--- config.mk ---
export PLATFORM = sky130hd
export DESIGN_NAME = mcs_top
export DESIGN_NICKNAME = d
export VERILOG_FILES = /design/src/rtl/mcs_pkg.sv /design/src/rtl/mcs_top.sv
export SDC_FILE = /design/constraint.sdc
export NUM_CORES = 2
export LEC_CHECK = 0
export ABC_AREA = 0
export BUFFER_PORTS_ARGS = -buffer_cell sky130_fd_sc_hd__buf_2
export CAP_MARGIN = 25
export CORE_MARGIN = 4
export CORE_UTILIZATION = 55
export CTS_CLUSTER_DIAMETER = 60
export DETAILED_ROUTE_END_ITERATION = 7
export PLACE_DENSITY_LB_ADDON = 0.05
export SETUP_SLACK_MARGIN = 0.2
export SYNTH_ARGS = -nofsm -noshare
export SYNTH_HDL_FRONTEND = slang
export SYNTH_SLANG_ARGS = --single-unit
export TNS_END_PERCENT = 5
--- constraint.sdc ---
create_clock -name i_clk_sys -period 37 [get_ports i_clk_sys]
set_input_delay 1.85 -clock i_clk_sys [delete_from_list [all_inputs] [get_ports i_clk_sys]]
set_output_delay 1.85 -clock i_clk_sys [all_outputs]
set_load 0.02 [all_outputs]
--- src/rtl/mcs_pkg.sv ---
// package for the motor command shaping and safety block
// assumes one 100 MHz system clock and a synchronous active-high reset
package mcs_pkg;

    // register byte offsets on the avalon slave
    localparam logic [3:0] MCS_REG_CTRL = 4'h0;
    localparam logic [3:0] MCS_REG_CMD1 = 4'h4;
    localparam logic [3:0] MCS_REG_CMD2 = 4'h8;
    localparam logic [3:0] MCS_REG_STAT = 4'hC;

    // ctrl field positions
    localparam int MCS_CTL_CURVE1_LSB = 0;
    localparam int MCS_CTL_CURVE2_LSB = 3;
    localparam int MCS_CTL_TRIM1_LSB = 6;
    localparam int MCS_CTL_TRIM2_LSB = 10;
    localparam int MCS_CTL_SAFE_LSB = 14;
    localparam int MCS_CTL_GPIE_LSB = 16;
    localparam int MCS_CTL_GPIF_LSB = 18;
    localparam int MCS_CTL_RUNOUT_BIT = 20;
    localparam int MCS_CTL_MIXED_BIT = 21;
    localparam int MCS_CTL_CLOOP1_BIT = 22;
    localparam int MCS_CTL_CLOOP2_BIT = 23;
    localparam int MCS_CTL_ENC_BIT = 24;
    localparam int MCS_CTL_AUXSW_BIT = 25;

    // reset values and trim maximum
    localparam logic [2:0] MCS_CURVE_RST = 3'h0;
    localparam logic [3:0] MCS_TRIM_RST = 4'h7;
    localparam logic [3:0] MCS_TRIM_MAX = 4'hE;

    // tilt qualification time
    localparam int MCS_CLK_HZ = 100000000;
    localparam int MCS_TILT_MS = 500;
    localparam int MCS_TILT_CYC = MCS_CLK_HZ / 1000 * MCS_TILT_MS;

    // trim step is 0.75 percent of full gain 4096 = 30.72, rounded to 31
    localparam logic [12:0] MCS_GAIN_FULL = 13'h1000;
    localparam logic [12:0] MCS_TRIM_STEP = 13'h001F;

    typedef enum logic [2:0] {
        MCS_CRV_LIN = 3'b000,
        MCS_CRV_EXP_STRONG = 3'b001,
        MCS_CRV_EXP_NORMAL = 3'b010,
        MCS_CRV_LOG_NORMAL = 3'b011,
        MCS_CRV_LOG_STRONG = 3'b100
    } mcs_curve_type;

    typedef enum logic [1:0] {
        MCS_SAFE_NONE = 2'b00,
        MCS_SAFE_ESTOP = 2'b01,
        MCS_SAFE_INVERT = 2'b10
    } mcs_safe_type;

    typedef enum logic [1:0] {
        MCS_GPI_IGNORE = 2'b00,
        MCS_GPI_AUX = 2'b01,
        MCS_GPI_GATE = 2'b10
    } mcs_gpi_type;

    typedef enum logic [1:0] {
        MCS_RUN = 2'b00,
        MCS_STOPPED = 2'b01
    } mcs_stop_type;

endpackage

--- src/rtl/mcs_top.sv ---
// motor command shaping and safety logic, two channels
// assumes avalon-mm master on i_clk_sys; switches and general inputs are asynchronous, motor-run flags share the clock
// Function
// each channel has its own five-way curve select
// curve codes: 0 linear default, 1/2 exponential, 3/4 logarithmic
// linear curve: output proportional to command past the deadband; the code has no deadband and passes the command unchanged
// exponential: slow near center, steeper to full, full at extreme
// logarithmic: steep near center, flattening toward the extreme
// curve shapes forward and reverse symmetrically
// direction trim is multiplicative, plus or minus 5.25 percent, 0.75 steps
// trim 0..14, 7 neutral; below 7 slows forward
// trim favouring forward slows reverse instead
// trim follows the curve and is bypassed in closed loop
// aux output on when enabled and either motor runs
// both front buttons together remove motor power at once
// emergency stop latches until reset
// safety input: none, emergency stop on closed, or inverted detect
// inversion only in mixed mode with inverted detect selected
// tilt closed means inverted; accepted closed reverses commands
// tilt change accepted after 0.5 s stable; bounce restarts
// first general input ignored when encoder installed
// general inputs ignored by default; may drive aux or gate power
// aux mode: output on while input low
// gate mode: power enabled only while input low
`timescale 1ns/1ps

module mcs_top
    import mcs_pkg::*;
#(
    parameter int TILT_CYC = MCS_TILT_CYC,
    parameter int CMD_W = 12
) (
    input wire logic i_clk_sys, // system clock
    input wire logic i_sys_rst, // sync reset, active high
    input wire logic [3:0] i_avs_address, // byte address
    input wire logic i_avs_read, // read strobe
    input wire logic i_avs_write, // write strobe
    input wire logic [31:0] i_avs_writedata, // write data
    input wire logic [3:0] i_avs_byteenable, // byte lanes
    output logic [31:0] o_avs_readdata, // read data
    output logic o_avs_waitrequest, // stall
    input wire logic i_btn_prog_n, // front button, low pressed
    input wire logic i_btn_set_n, // front button, low pressed
    input wire logic i_safety_tilt_input, // high = switch closed
    input wire logic i_gpi_e, // general input e
    input wire logic i_gpi_f, // general input f
    input wire logic i_mot1_run, // motor 1 running, same clock
    input wire logic i_mot2_run, // motor 2 running, same clock
    output logic signed [CMD_W-1:0] o_cmd1, // shaped command 1
    output logic signed [CMD_W-1:0] o_cmd2, // shaped command 2
    output logic o_aux_out, // auxiliary output
    output logic o_power_en, // power stage enable
    output logic o_estop // emergency stop latched
);

    localparam int MAG_W = CMD_W - 1;
    localparam int CW = $clog2(TILT_CYC + 1);

    ////////////////////////////////////////////////////////////////////////
    // functions

    // response curve on a magnitude, full scale maps to full scale
    function automatic logic [MAG_W-1:0] shape(input logic [2:0] sel,
                                               input logic [MAG_W-1:0] m);
        logic [MAG_W-1:0] full;
        logic [2*MAG_W-1:0] sq;
        logic [MAG_W-1:0] x2;
        logic [MAG_W-1:0] inv;
        logic [2*MAG_W-1:0] isq;
        logic [MAG_W-1:0] l2;
        logic [2*MAG_W-1:0] mw;
        logic [2*MAG_W-1:0] iw;
        full = '1;
        // m*(m+1): both ends map exactly
        mw = (2*MAG_W)'(m);
        sq = mw * (mw + 1'b1);
        x2 = sq[2*MAG_W-1:MAG_W];
        inv = full - m;
        iw = (2*MAG_W)'(inv);
        isq = iw * (iw + 1'b1);
        l2 = full - isq[2*MAG_W-1:MAG_W];
        case (sel)
            MCS_CRV_LIN: shape = m;
            MCS_CRV_EXP_STRONG: shape = x2;
            MCS_CRV_EXP_NORMAL: shape = MAG_W'(({1'b0, m} + {1'b0, x2}) >> 1);
            MCS_CRV_LOG_NORMAL: shape = MAG_W'(({1'b0, m} + {1'b0, l2}) >> 1);
            MCS_CRV_LOG_STRONG: shape = l2;
            default: shape = m;
        endcase
    endfunction

    // full command path of one channel
    function automatic logic signed [CMD_W-1:0] chan(input logic signed [CMD_W-1:0] c,
                                                     input logic [2:0] sel,
                                                     input logic [3:0] trim,
                                                     input logic cloop,
                                                     input logic inv);
        logic neg;
        logic [MAG_W-1:0] mag;
        logic [MAG_W-1:0] s;
        logic [12:0] gain;
        logic [MAG_W+12:0] prod;
        logic [MAG_W-1:0] t;
        logic signed [CMD_W-1:0] r;
        neg = c[CMD_W-1];
        // saturate the most negative code so both halves are symmetric
        mag = neg ? ((c == {1'b1, {MAG_W{1'b0}}}) ? '1 : MAG_W'(-c)) : c[MAG_W-1:0];
        s = shape(sel, mag);
        gain = MCS_GAIN_FULL;
        if (trim < MCS_TRIM_RST && !neg) begin
            gain = 13'(MCS_GAIN_FULL - 13'(MCS_TRIM_STEP * (MCS_TRIM_RST - trim)));
        end else if (trim > MCS_TRIM_RST && neg) begin
            gain = 13'(MCS_GAIN_FULL - 13'(MCS_TRIM_STEP * (trim - MCS_TRIM_RST)));
        end
        if (cloop) begin
            gain = MCS_GAIN_FULL;
        end
        prod = s * gain;
        t = prod[MAG_W+11:12];
        r = neg ? -$signed({1'b0, t}) : $signed({1'b0, t});
        chan = inv ? -r : r;
    endfunction

    ////////////////////////////////////////////////////////////////////////
    // avalon slave: one wait state on every access

    logic [31:0] ctrl_q;
    logic signed [CMD_W-1:0] cmd1_q, cmd2_q;
    logic ack_q;
    logic estop_q;
    logic tilt_acc_q;
    logic [2:0] tilt_sync_q, btn_p_q, btn_s_q, gpe_q, gpf_q;
    logic inv_q;

    wire req = (i_avs_read | i_avs_write) & ~ack_q;

    // acknowledge toggles so waitrequest drops for exactly one edge
    always_ff @(posedge i_clk_sys) begin
        if (i_sys_rst) begin
            ack_q <= 1'b0;
            o_avs_waitrequest <= 1'b1;
        end else begin
            ack_q <= req;
            o_avs_waitrequest <= ~req;
        end
    end

    // control and command registers written at the acknowledging edge
    always_ff @(posedge i_clk_sys) begin
        if (i_sys_rst) begin
            ctrl_q <= 32'h0;
            ctrl_q[MCS_CTL_TRIM1_LSB +: 4] <= MCS_TRIM_RST;
            ctrl_q[MCS_CTL_TRIM2_LSB +: 4] <= MCS_TRIM_RST;
            ctrl_q[MCS_CTL_CURVE1_LSB +: 3] <= MCS_CURVE_RST;
            ctrl_q[MCS_CTL_CURVE2_LSB +: 3] <= MCS_CURVE_RST;
            cmd1_q <= '0;
            cmd2_q <= '0;
        end else if (ack_q && i_avs_write) begin
            for (int b = 0; b < 4; b++) begin
                if (i_avs_byteenable[b]) begin
                    case (i_avs_address)
                        MCS_REG_CTRL: ctrl_q[8*b +: 8] <= i_avs_writedata[8*b +: 8];
                        default: ;
                    endcase
                end
            end
            if (i_avs_address == MCS_REG_CMD1) begin
                cmd1_q <= i_avs_writedata[CMD_W-1:0];
            end
            if (i_avs_address == MCS_REG_CMD2) begin
                cmd2_q <= i_avs_writedata[CMD_W-1:0];
            end
        end
    end

    // read mux, unmapped offsets read zero
    always_ff @(posedge i_clk_sys) begin
        if (i_sys_rst) begin
            o_avs_readdata <= 32'h0;
        end else if (req && i_avs_read) begin
            case (i_avs_address)
                MCS_REG_CTRL: o_avs_readdata <= ctrl_q;
                MCS_REG_CMD1: o_avs_readdata <= 32'(signed'(cmd1_q));
                MCS_REG_CMD2: o_avs_readdata <= 32'(signed'(cmd2_q));
                MCS_REG_STAT: o_avs_readdata <= {28'h0, o_power_en, inv_q, tilt_acc_q, estop_q};
                default: o_avs_readdata <= 32'h0;
            endcase
        end
    end

    // field views
    wire [2:0] curve1 = ctrl_q[MCS_CTL_CURVE1_LSB +: 3];
    wire [2:0] curve2 = ctrl_q[MCS_CTL_CURVE2_LSB +: 3];
    wire [3:0] trim1 = ctrl_q[MCS_CTL_TRIM1_LSB +: 4] > MCS_TRIM_MAX ? MCS_TRIM_MAX
                       : ctrl_q[MCS_CTL_TRIM1_LSB +: 4];
    wire [3:0] trim2 = ctrl_q[MCS_CTL_TRIM2_LSB +: 4] > MCS_TRIM_MAX ? MCS_TRIM_MAX
                       : ctrl_q[MCS_CTL_TRIM2_LSB +: 4];
    wire [1:0] safe_fn = ctrl_q[MCS_CTL_SAFE_LSB +: 2];
    wire [1:0] gpe_fn = ctrl_q[MCS_CTL_GPIE_LSB +: 2];
    wire [1:0] gpf_fn = ctrl_q[MCS_CTL_GPIF_LSB +: 2];

    ////////////////////////////////////////////////////////////////////////
    // input synchronisers, three stages; only stages 2 and 3 are used

    always_ff @(posedge i_clk_sys) begin
        if (i_sys_rst) begin
            tilt_sync_q <= 3'h0;
            btn_p_q <= 3'h7;
            btn_s_q <= 3'h7;
            gpe_q <= 3'h7;
            gpf_q <= 3'h7;
        end else begin
            tilt_sync_q <= {tilt_sync_q[1:0], i_safety_tilt_input};
            btn_p_q <= {btn_p_q[1:0], i_btn_prog_n};
            btn_s_q <= {btn_s_q[1:0], i_btn_set_n};
            gpe_q <= {gpe_q[1:0], i_gpi_e};
            gpf_q <= {gpf_q[1:0], i_gpi_f};
        end
    end

    // a level counts once stages two and three agree
    wire tilt_ok = tilt_sync_q[1] == tilt_sync_q[2];
    wire tilt_lv = tilt_sync_q[2];
    wire btns_both = ~btn_p_q[1] & ~btn_p_q[2] & ~btn_s_q[1] & ~btn_s_q[2];
    wire gpe_low = ~gpe_q[1] & ~gpe_q[2];
    wire gpf_low = ~gpf_q[1] & ~gpf_q[2];
    wire gpe_high = gpe_q[1] & gpe_q[2];
    wire gpf_high = gpf_q[1] & gpf_q[2];

    ////////////////////////////////////////////////////////////////////////
    // tilt qualification: new level must hold TILT_CYC cycles

    logic [CW-1:0] tilt_cnt_q;

    // any return to the accepted level restarts the wait
    always_ff @(posedge i_clk_sys) begin
        if (i_sys_rst) begin
            tilt_cnt_q <= '0;
            tilt_acc_q <= 1'b0;
        end else if (!tilt_ok || tilt_lv == tilt_acc_q) begin
            tilt_cnt_q <= '0;
        end else if (tilt_cnt_q == CW'(TILT_CYC - 1)) begin
            tilt_cnt_q <= '0;
            tilt_acc_q <= tilt_lv;
        end else begin
            tilt_cnt_q <= tilt_cnt_q + 1'b1;
        end
    end

    ////////////////////////////////////////////////////////////////////////
    // emergency stop latch, cleared only by reset

    mcs_stop_type stop_q;

    always_ff @(posedge i_clk_sys) begin
        if (i_sys_rst) begin
            stop_q <= MCS_RUN;
        end else begin
            case (stop_q)
                MCS_RUN: begin
                    if (btns_both) begin
                        stop_q <= MCS_STOPPED;
                    end else if (safe_fn == MCS_SAFE_ESTOP && tilt_ok && tilt_lv) begin
                        stop_q <= MCS_STOPPED;
                    end
                end
                MCS_STOPPED: stop_q <= MCS_STOPPED;
                default: stop_q <= MCS_STOPPED;
            endcase
        end
    end

    assign estop_q = (stop_q == MCS_STOPPED);

    ////////////////////////////////////////////////////////////////////////
    // inversion, general inputs, outputs

    wire inv_d = ctrl_q[MCS_CTL_MIXED_BIT] && safe_fn == MCS_SAFE_INVERT && tilt_acc_q;
    wire gpe_on = !ctrl_q[MCS_CTL_ENC_BIT];
    wire aux_gpi = (gpe_on && gpe_fn == MCS_GPI_AUX && gpe_low)
                   || (gpf_fn == MCS_GPI_AUX && gpf_low);
    wire gate_off = (gpe_on && gpe_fn == MCS_GPI_GATE && !gpe_low)
                    || (gpf_fn == MCS_GPI_GATE && !gpf_low);
    wire run_any = ctrl_q[MCS_CTL_RUNOUT_BIT] && (i_mot1_run || i_mot2_run);

    always_ff @(posedge i_clk_sys) begin
        if (i_sys_rst) begin
            inv_q <= 1'b0;
        end else begin
            inv_q <= inv_d;
        end
    end

    // aux output: software bit, motor-running option, or general input
    always_ff @(posedge i_clk_sys) begin
        if (i_sys_rst) begin
            o_aux_out <= 1'b0;
        end else begin
            o_aux_out <= ctrl_q[MCS_CTL_AUXSW_BIT] | run_any | aux_gpi;
        end
    end

    // power and shaped commands; stop forces zero at once
    always_ff @(posedge i_clk_sys) begin
        if (i_sys_rst) begin
            o_power_en <= 1'b0;
            o_cmd1 <= '0;
            o_cmd2 <= '0;
            o_estop <= 1'b0;
        end else begin
            o_estop <= estop_q || btns_both;
            o_power_en <= !(estop_q || btns_both) && !gate_off;
            o_cmd1 <= (estop_q || btns_both) ? '0
                      : chan(cmd1_q, curve1, trim1, ctrl_q[MCS_CTL_CLOOP1_BIT], inv_d);
            o_cmd2 <= (estop_q || btns_both) ? '0
                      : chan(cmd2_q, curve2, trim2, ctrl_q[MCS_CTL_CLOOP2_BIT], inv_d);
        end
    end

    ////////////////////////////////////////////////////////////////////////
    // assertions

    a_estop_sticky: assert property (@(posedge i_clk_sys) disable iff (i_sys_rst)
        o_estop |=> o_estop) else $error("estop released without reset");

    a_estop_power: assert property (@(posedge i_clk_sys) disable iff (i_sys_rst)
        btns_both |=> !o_power_en && o_cmd1 == '0) else $error("buttons did not cut power");

    a_tilt_hold: assert property (@(posedge i_clk_sys) disable iff (i_sys_rst)
        $changed(tilt_acc_q) |-> $past(tilt_cnt_q) == CW'(TILT_CYC - 1))
        else $error("tilt accepted early");

    a_invert_gate: assert property (@(posedge i_clk_sys) disable iff (i_sys_rst)
        inv_q |-> $past(ctrl_q[MCS_CTL_MIXED_BIT]) && $past(safe_fn) == MCS_SAFE_INVERT)
        else $error("inversion outside mixed invert mode");

    a_gate_power: assert property (@(posedge i_clk_sys) disable iff (i_sys_rst)
        gpf_fn == MCS_GPI_GATE && gpf_high && $stable(gpf_fn) |=> !o_power_en)
        else $error("gate input high but power on");

    a_enc_ignore: assert property (@(posedge i_clk_sys) disable iff (i_sys_rst)
        ctrl_q[MCS_CTL_ENC_BIT] && gpf_fn == MCS_GPI_IGNORE && !estop_q && !btns_both
        && $stable(ctrl_q) ##1 $stable(ctrl_q) |-> o_power_en)
        else $error("input e acted with encoder fitted");

    a_run_aux: assert property (@(posedge i_clk_sys) disable iff (i_sys_rst)
        run_any |=> o_aux_out) else $error("aux off while motor runs");

    a_lin_pass: assert property (@(posedge i_clk_sys) disable iff (i_sys_rst)
        curve1 == MCS_CRV_LIN && trim1 == MCS_TRIM_RST && !inv_d && !estop_q && !btns_both
        && cmd1_q[CMD_W-1] == 1'b0 |=> o_cmd1 == $past(cmd1_q))
        else $error("linear curve altered command");

    a_trim_fwd: assert property (@(posedge i_clk_sys) disable iff (i_sys_rst)
        curve1 == MCS_CRV_LIN && trim1 > MCS_TRIM_RST && !inv_d && !estop_q && !btns_both
        && !cmd1_q[CMD_W-1] |=> o_cmd1 == $past(cmd1_q))
        else $error("forward scaled by favouring trim");

    a_wait_pulse: assert property (@(posedge i_clk_sys) disable iff (i_sys_rst)
        !o_avs_waitrequest |=> o_avs_waitrequest) else $error("waitrequest held low");

    a_tilt_restart: assert property (@(posedge i_clk_sys) disable iff (i_sys_rst)
        !tilt_ok |=> tilt_cnt_q == '0) else $error("tilt wait not restarted");

    c_trim: cover property (@(posedge i_clk_sys) disable iff (i_sys_rst) trim1 == MCS_TRIM_MAX);
    c_estop: cover property (@(posedge i_clk_sys) disable iff (i_sys_rst) $rose(o_estop));
    c_tilt: cover property (@(posedge i_clk_sys) disable iff (i_sys_rst) $rose(tilt_acc_q));
    c_invert: cover property (@(posedge i_clk_sys) disable iff (i_sys_rst) $rose(inv_q));
    c_gate: cover property (@(posedge i_clk_sys) disable iff (i_sys_rst) $fell(o_power_en));

endmodule

==> run metrics <==
outcome=finished clean; first-pass GRT wire length=164.4 mm; total die area=72,890 µm²; Peak VDD IR=0.00004489 V; CP arrival=19.64 ns; EDFF count, synth=0; Hold/Removal Path Class=reg -> reg; Global Route Usage Sum=27.55%; # hold bufs at CTS=0; height of the chip=270.0 µm; worst slew pin tran=1.123 ns; met2 WL=48.44 mm; CTS clock-pin slew for the worst setup and hold paths=0.07 ns; Synth Flop Type=dfxtp_1; syn_area_per_cell=8.187 µm²; DR iter-0 viols=1,919; initial antenna violation count=8; unrepaired setup endpoints after global routing=no; final worst path period need=19.26 ns; FFs w/ async S/R, synth=0%; post-synthesis compound-gate area fraction=10.14%; Yosys top cell by area=fa_1; max-slew violations=0; CP max FO=16; Worst Path Buf+Inv=8; die width=270.0 µm; Max Freq=51.93 MHz; CP endpoint kind=flop; layout cells sized above 1=7.023%; Site Rows=95; setup violators final=0; Req. time, crit path=37.38 ns; final hold vios=0; Yosys top cell area share=29.48%; sequential share of the synthesized area=8.538%; P_leak=20.23 nW; Max Cap Viol=0; commonest non-fill, non-tap cell in the layout=inv_1; Final Skew=0.01619 ns; WL final=99.45 mm; #FFs+latches synth=161; worst skew pair latency=0.45 ns; CTS buffer count=17; Relative slew margins=25.12%; adder-cell share of the synthesized area=44.83%; CP max stage delay=0.69 ns; vias in the first global route=30,890; setup tns final=0 ns; Routed Antenna Nets=0; hold_ws=0.4103 ns; starting density of the core=55.82%; CTS root buffer=clkbuf_16; IO Port Bufs=110; WS Path Type=reg -> reg; crit start category=flop; CP dominant cell by count=fa_1; Layout area overhead=4.786%; Slowest cell on crit path=or3_1; Mapped Cells=4,611; DR WL/cell=18.20 µm; Pwr Density=19.07 nW/µm²; GRT Residual Overflow=0; routability cong.=0.8784; Netlist cell types=109; CTS H-tree lvls=4; vias post-DR=30,620; final period utilization=52.04%; final-stage net count=5,642; Max clock buf depth=2; Top Ports=111; DR WL met3=4.783 mm; DR top layer=met5; combinational family with the most area after synthesis=adder cells; TritonCTS clock tree=built; Via density=5.603; largest net degree at the start of global routing=98; Placeable Area=67,630 µm²; number of nets produced by synthesis=5,681; Synth Area in XOR/XNOR=4.272%; postcts setup bufs=0; highest-count cells in the layout ignoring fill and taps=inv_1, nor2_1, fa_1; Post-Syn Area=37,750 µm²; Area contributors post-synth=fa_1, ha_1, dfxtp_1; synthesis warning total=0; DRT met1 WL=43.85 mm; DP HPWL=80.64 mm; mux contribution to synthesized area=1.664%; TritonRoute pass-1 iters=5; post_cts resized=0; drc violations=0; Simple-Gate Fraction of Synth Area=20.08%; # clock sinks=161; Worst path top cell family by delay=adder cells
cells in the mapped netlist, types with 7 or more instances:
cell       count
inv_1        812
nor2_1       621
fa_1         556
ha_1         463
nand2_1      286
a21oi_1      193
nand2b_1     178
dfxtp_1      161
clkbuf_1     148
xnor2_1      100
o21ai_0       94
nand3_1       82
xor2_1        79
or2_2         71
nor3_1        65
or3_1         62
buf_1         54
mux2i_1       47
a21o_1        40
nor2b_1       30
and3_1        29
nand4_1       29
and2_1        27
a31oi_1       25
a211oi_1      23
o21a_1        22
a22oi_1       20
o211ai_1      16
nor4_1        14
o21bai_1      14
nor3b_1       12
buf_2         11
nand3b_1      11
a211o_1       10
o31ai_1       10
or4_1         10
o22ai_1        9
clkinv_1       8
nand4b_1       8
o41ai_1        8
a2111oi_0      7
kinds of logic after synthesis:
| group | Yosys count |
|---|---|
| flip-flops | 161 |
| multiplexers | 56 |
| buffers and inverters | 1042 |
| adder cells (fa/ha/maj) | 1019 |
| AO/OA/AOI/OAI | 580 |
| AND/OR/NAND/NOR | 1572 |
| XOR/XNOR | 181 |
path summary, 6_finish.rpt:
check / slack [ns] / end / startpoint / cells after the start
setup / recovery: 17.74 / o_cmd1[11]$_SDFF_PP0_ / cmd1_q[0]$_SDFFE_PP0P_ / 65
hold / removal: 0.41 / btn_s_q[1]$_SDFF_PP1_ / btn_s_q[0]$_SDFF_PP1_ / 1
setup reg to reg: 17.74 / o_cmd1[11]$_SDFF_PP0_ / cmd1_q[0]$_SDFFE_PP0P_ / 65
hold reg to reg: 0.41 / btn_s_q[1]$_SDFF_PP1_ / btn_s_q[0]$_SDFF_PP1_ / 1
metrics by stage:
stage	util [%]	cells	setup slack [ns]	total power [W]	instance area, µm²
2_1_floorplan	-	4611	19.93	0.0004895	37750
3_3_place_gp	57.52	5421	18.41	0.0005790	38900
4_1_cts	58.42	5455	17.85	0.0007589	39510
6_report	58.49	5464	17.74	0.0007545	39560
5_1_grt	58.47	5459	16.48	0.0008239	39550
3_5_place_dp	57.54	5423	17.97	0.0005807	38920
metal layers:
metal,GRT usage (%),vias up
met2,47.46,776
met3,2.638,127
met4,6.375,2
met1,37.75,15080
li1,-,14630
met5,0,-
sequential cells by signal, summed over array words and instances, names as in the netlist, 12 cells and up:
name            cells
ctrl_q             32
o_avs_readdata     32
tilt_cnt_q         26
cmd1_q             12
cmd2_q             12
o_cmd1             12
o_cmd2             12
cell type report:
type	instances	area, µm²
Tap cell	873	1092
Antenna cell	6	15.01
Inverter	823	3089
Multi-Input combinational cell	3408	30600
Sequential cell	161	3223
Clock buffer	17	425.4
Timing Repair Buffer	161	944.7
Clock inverter	15	167.7
Fill cell	6319	28080
power by group:
part           internal (W)  switching [W]
clock             0.0000903      0.0000848
combinational      0.000170       0.000233
sequential         0.000175     0.00000122
total              0.000435       0.000319
No activity file was read; power rests on OpenSTA's default activity.
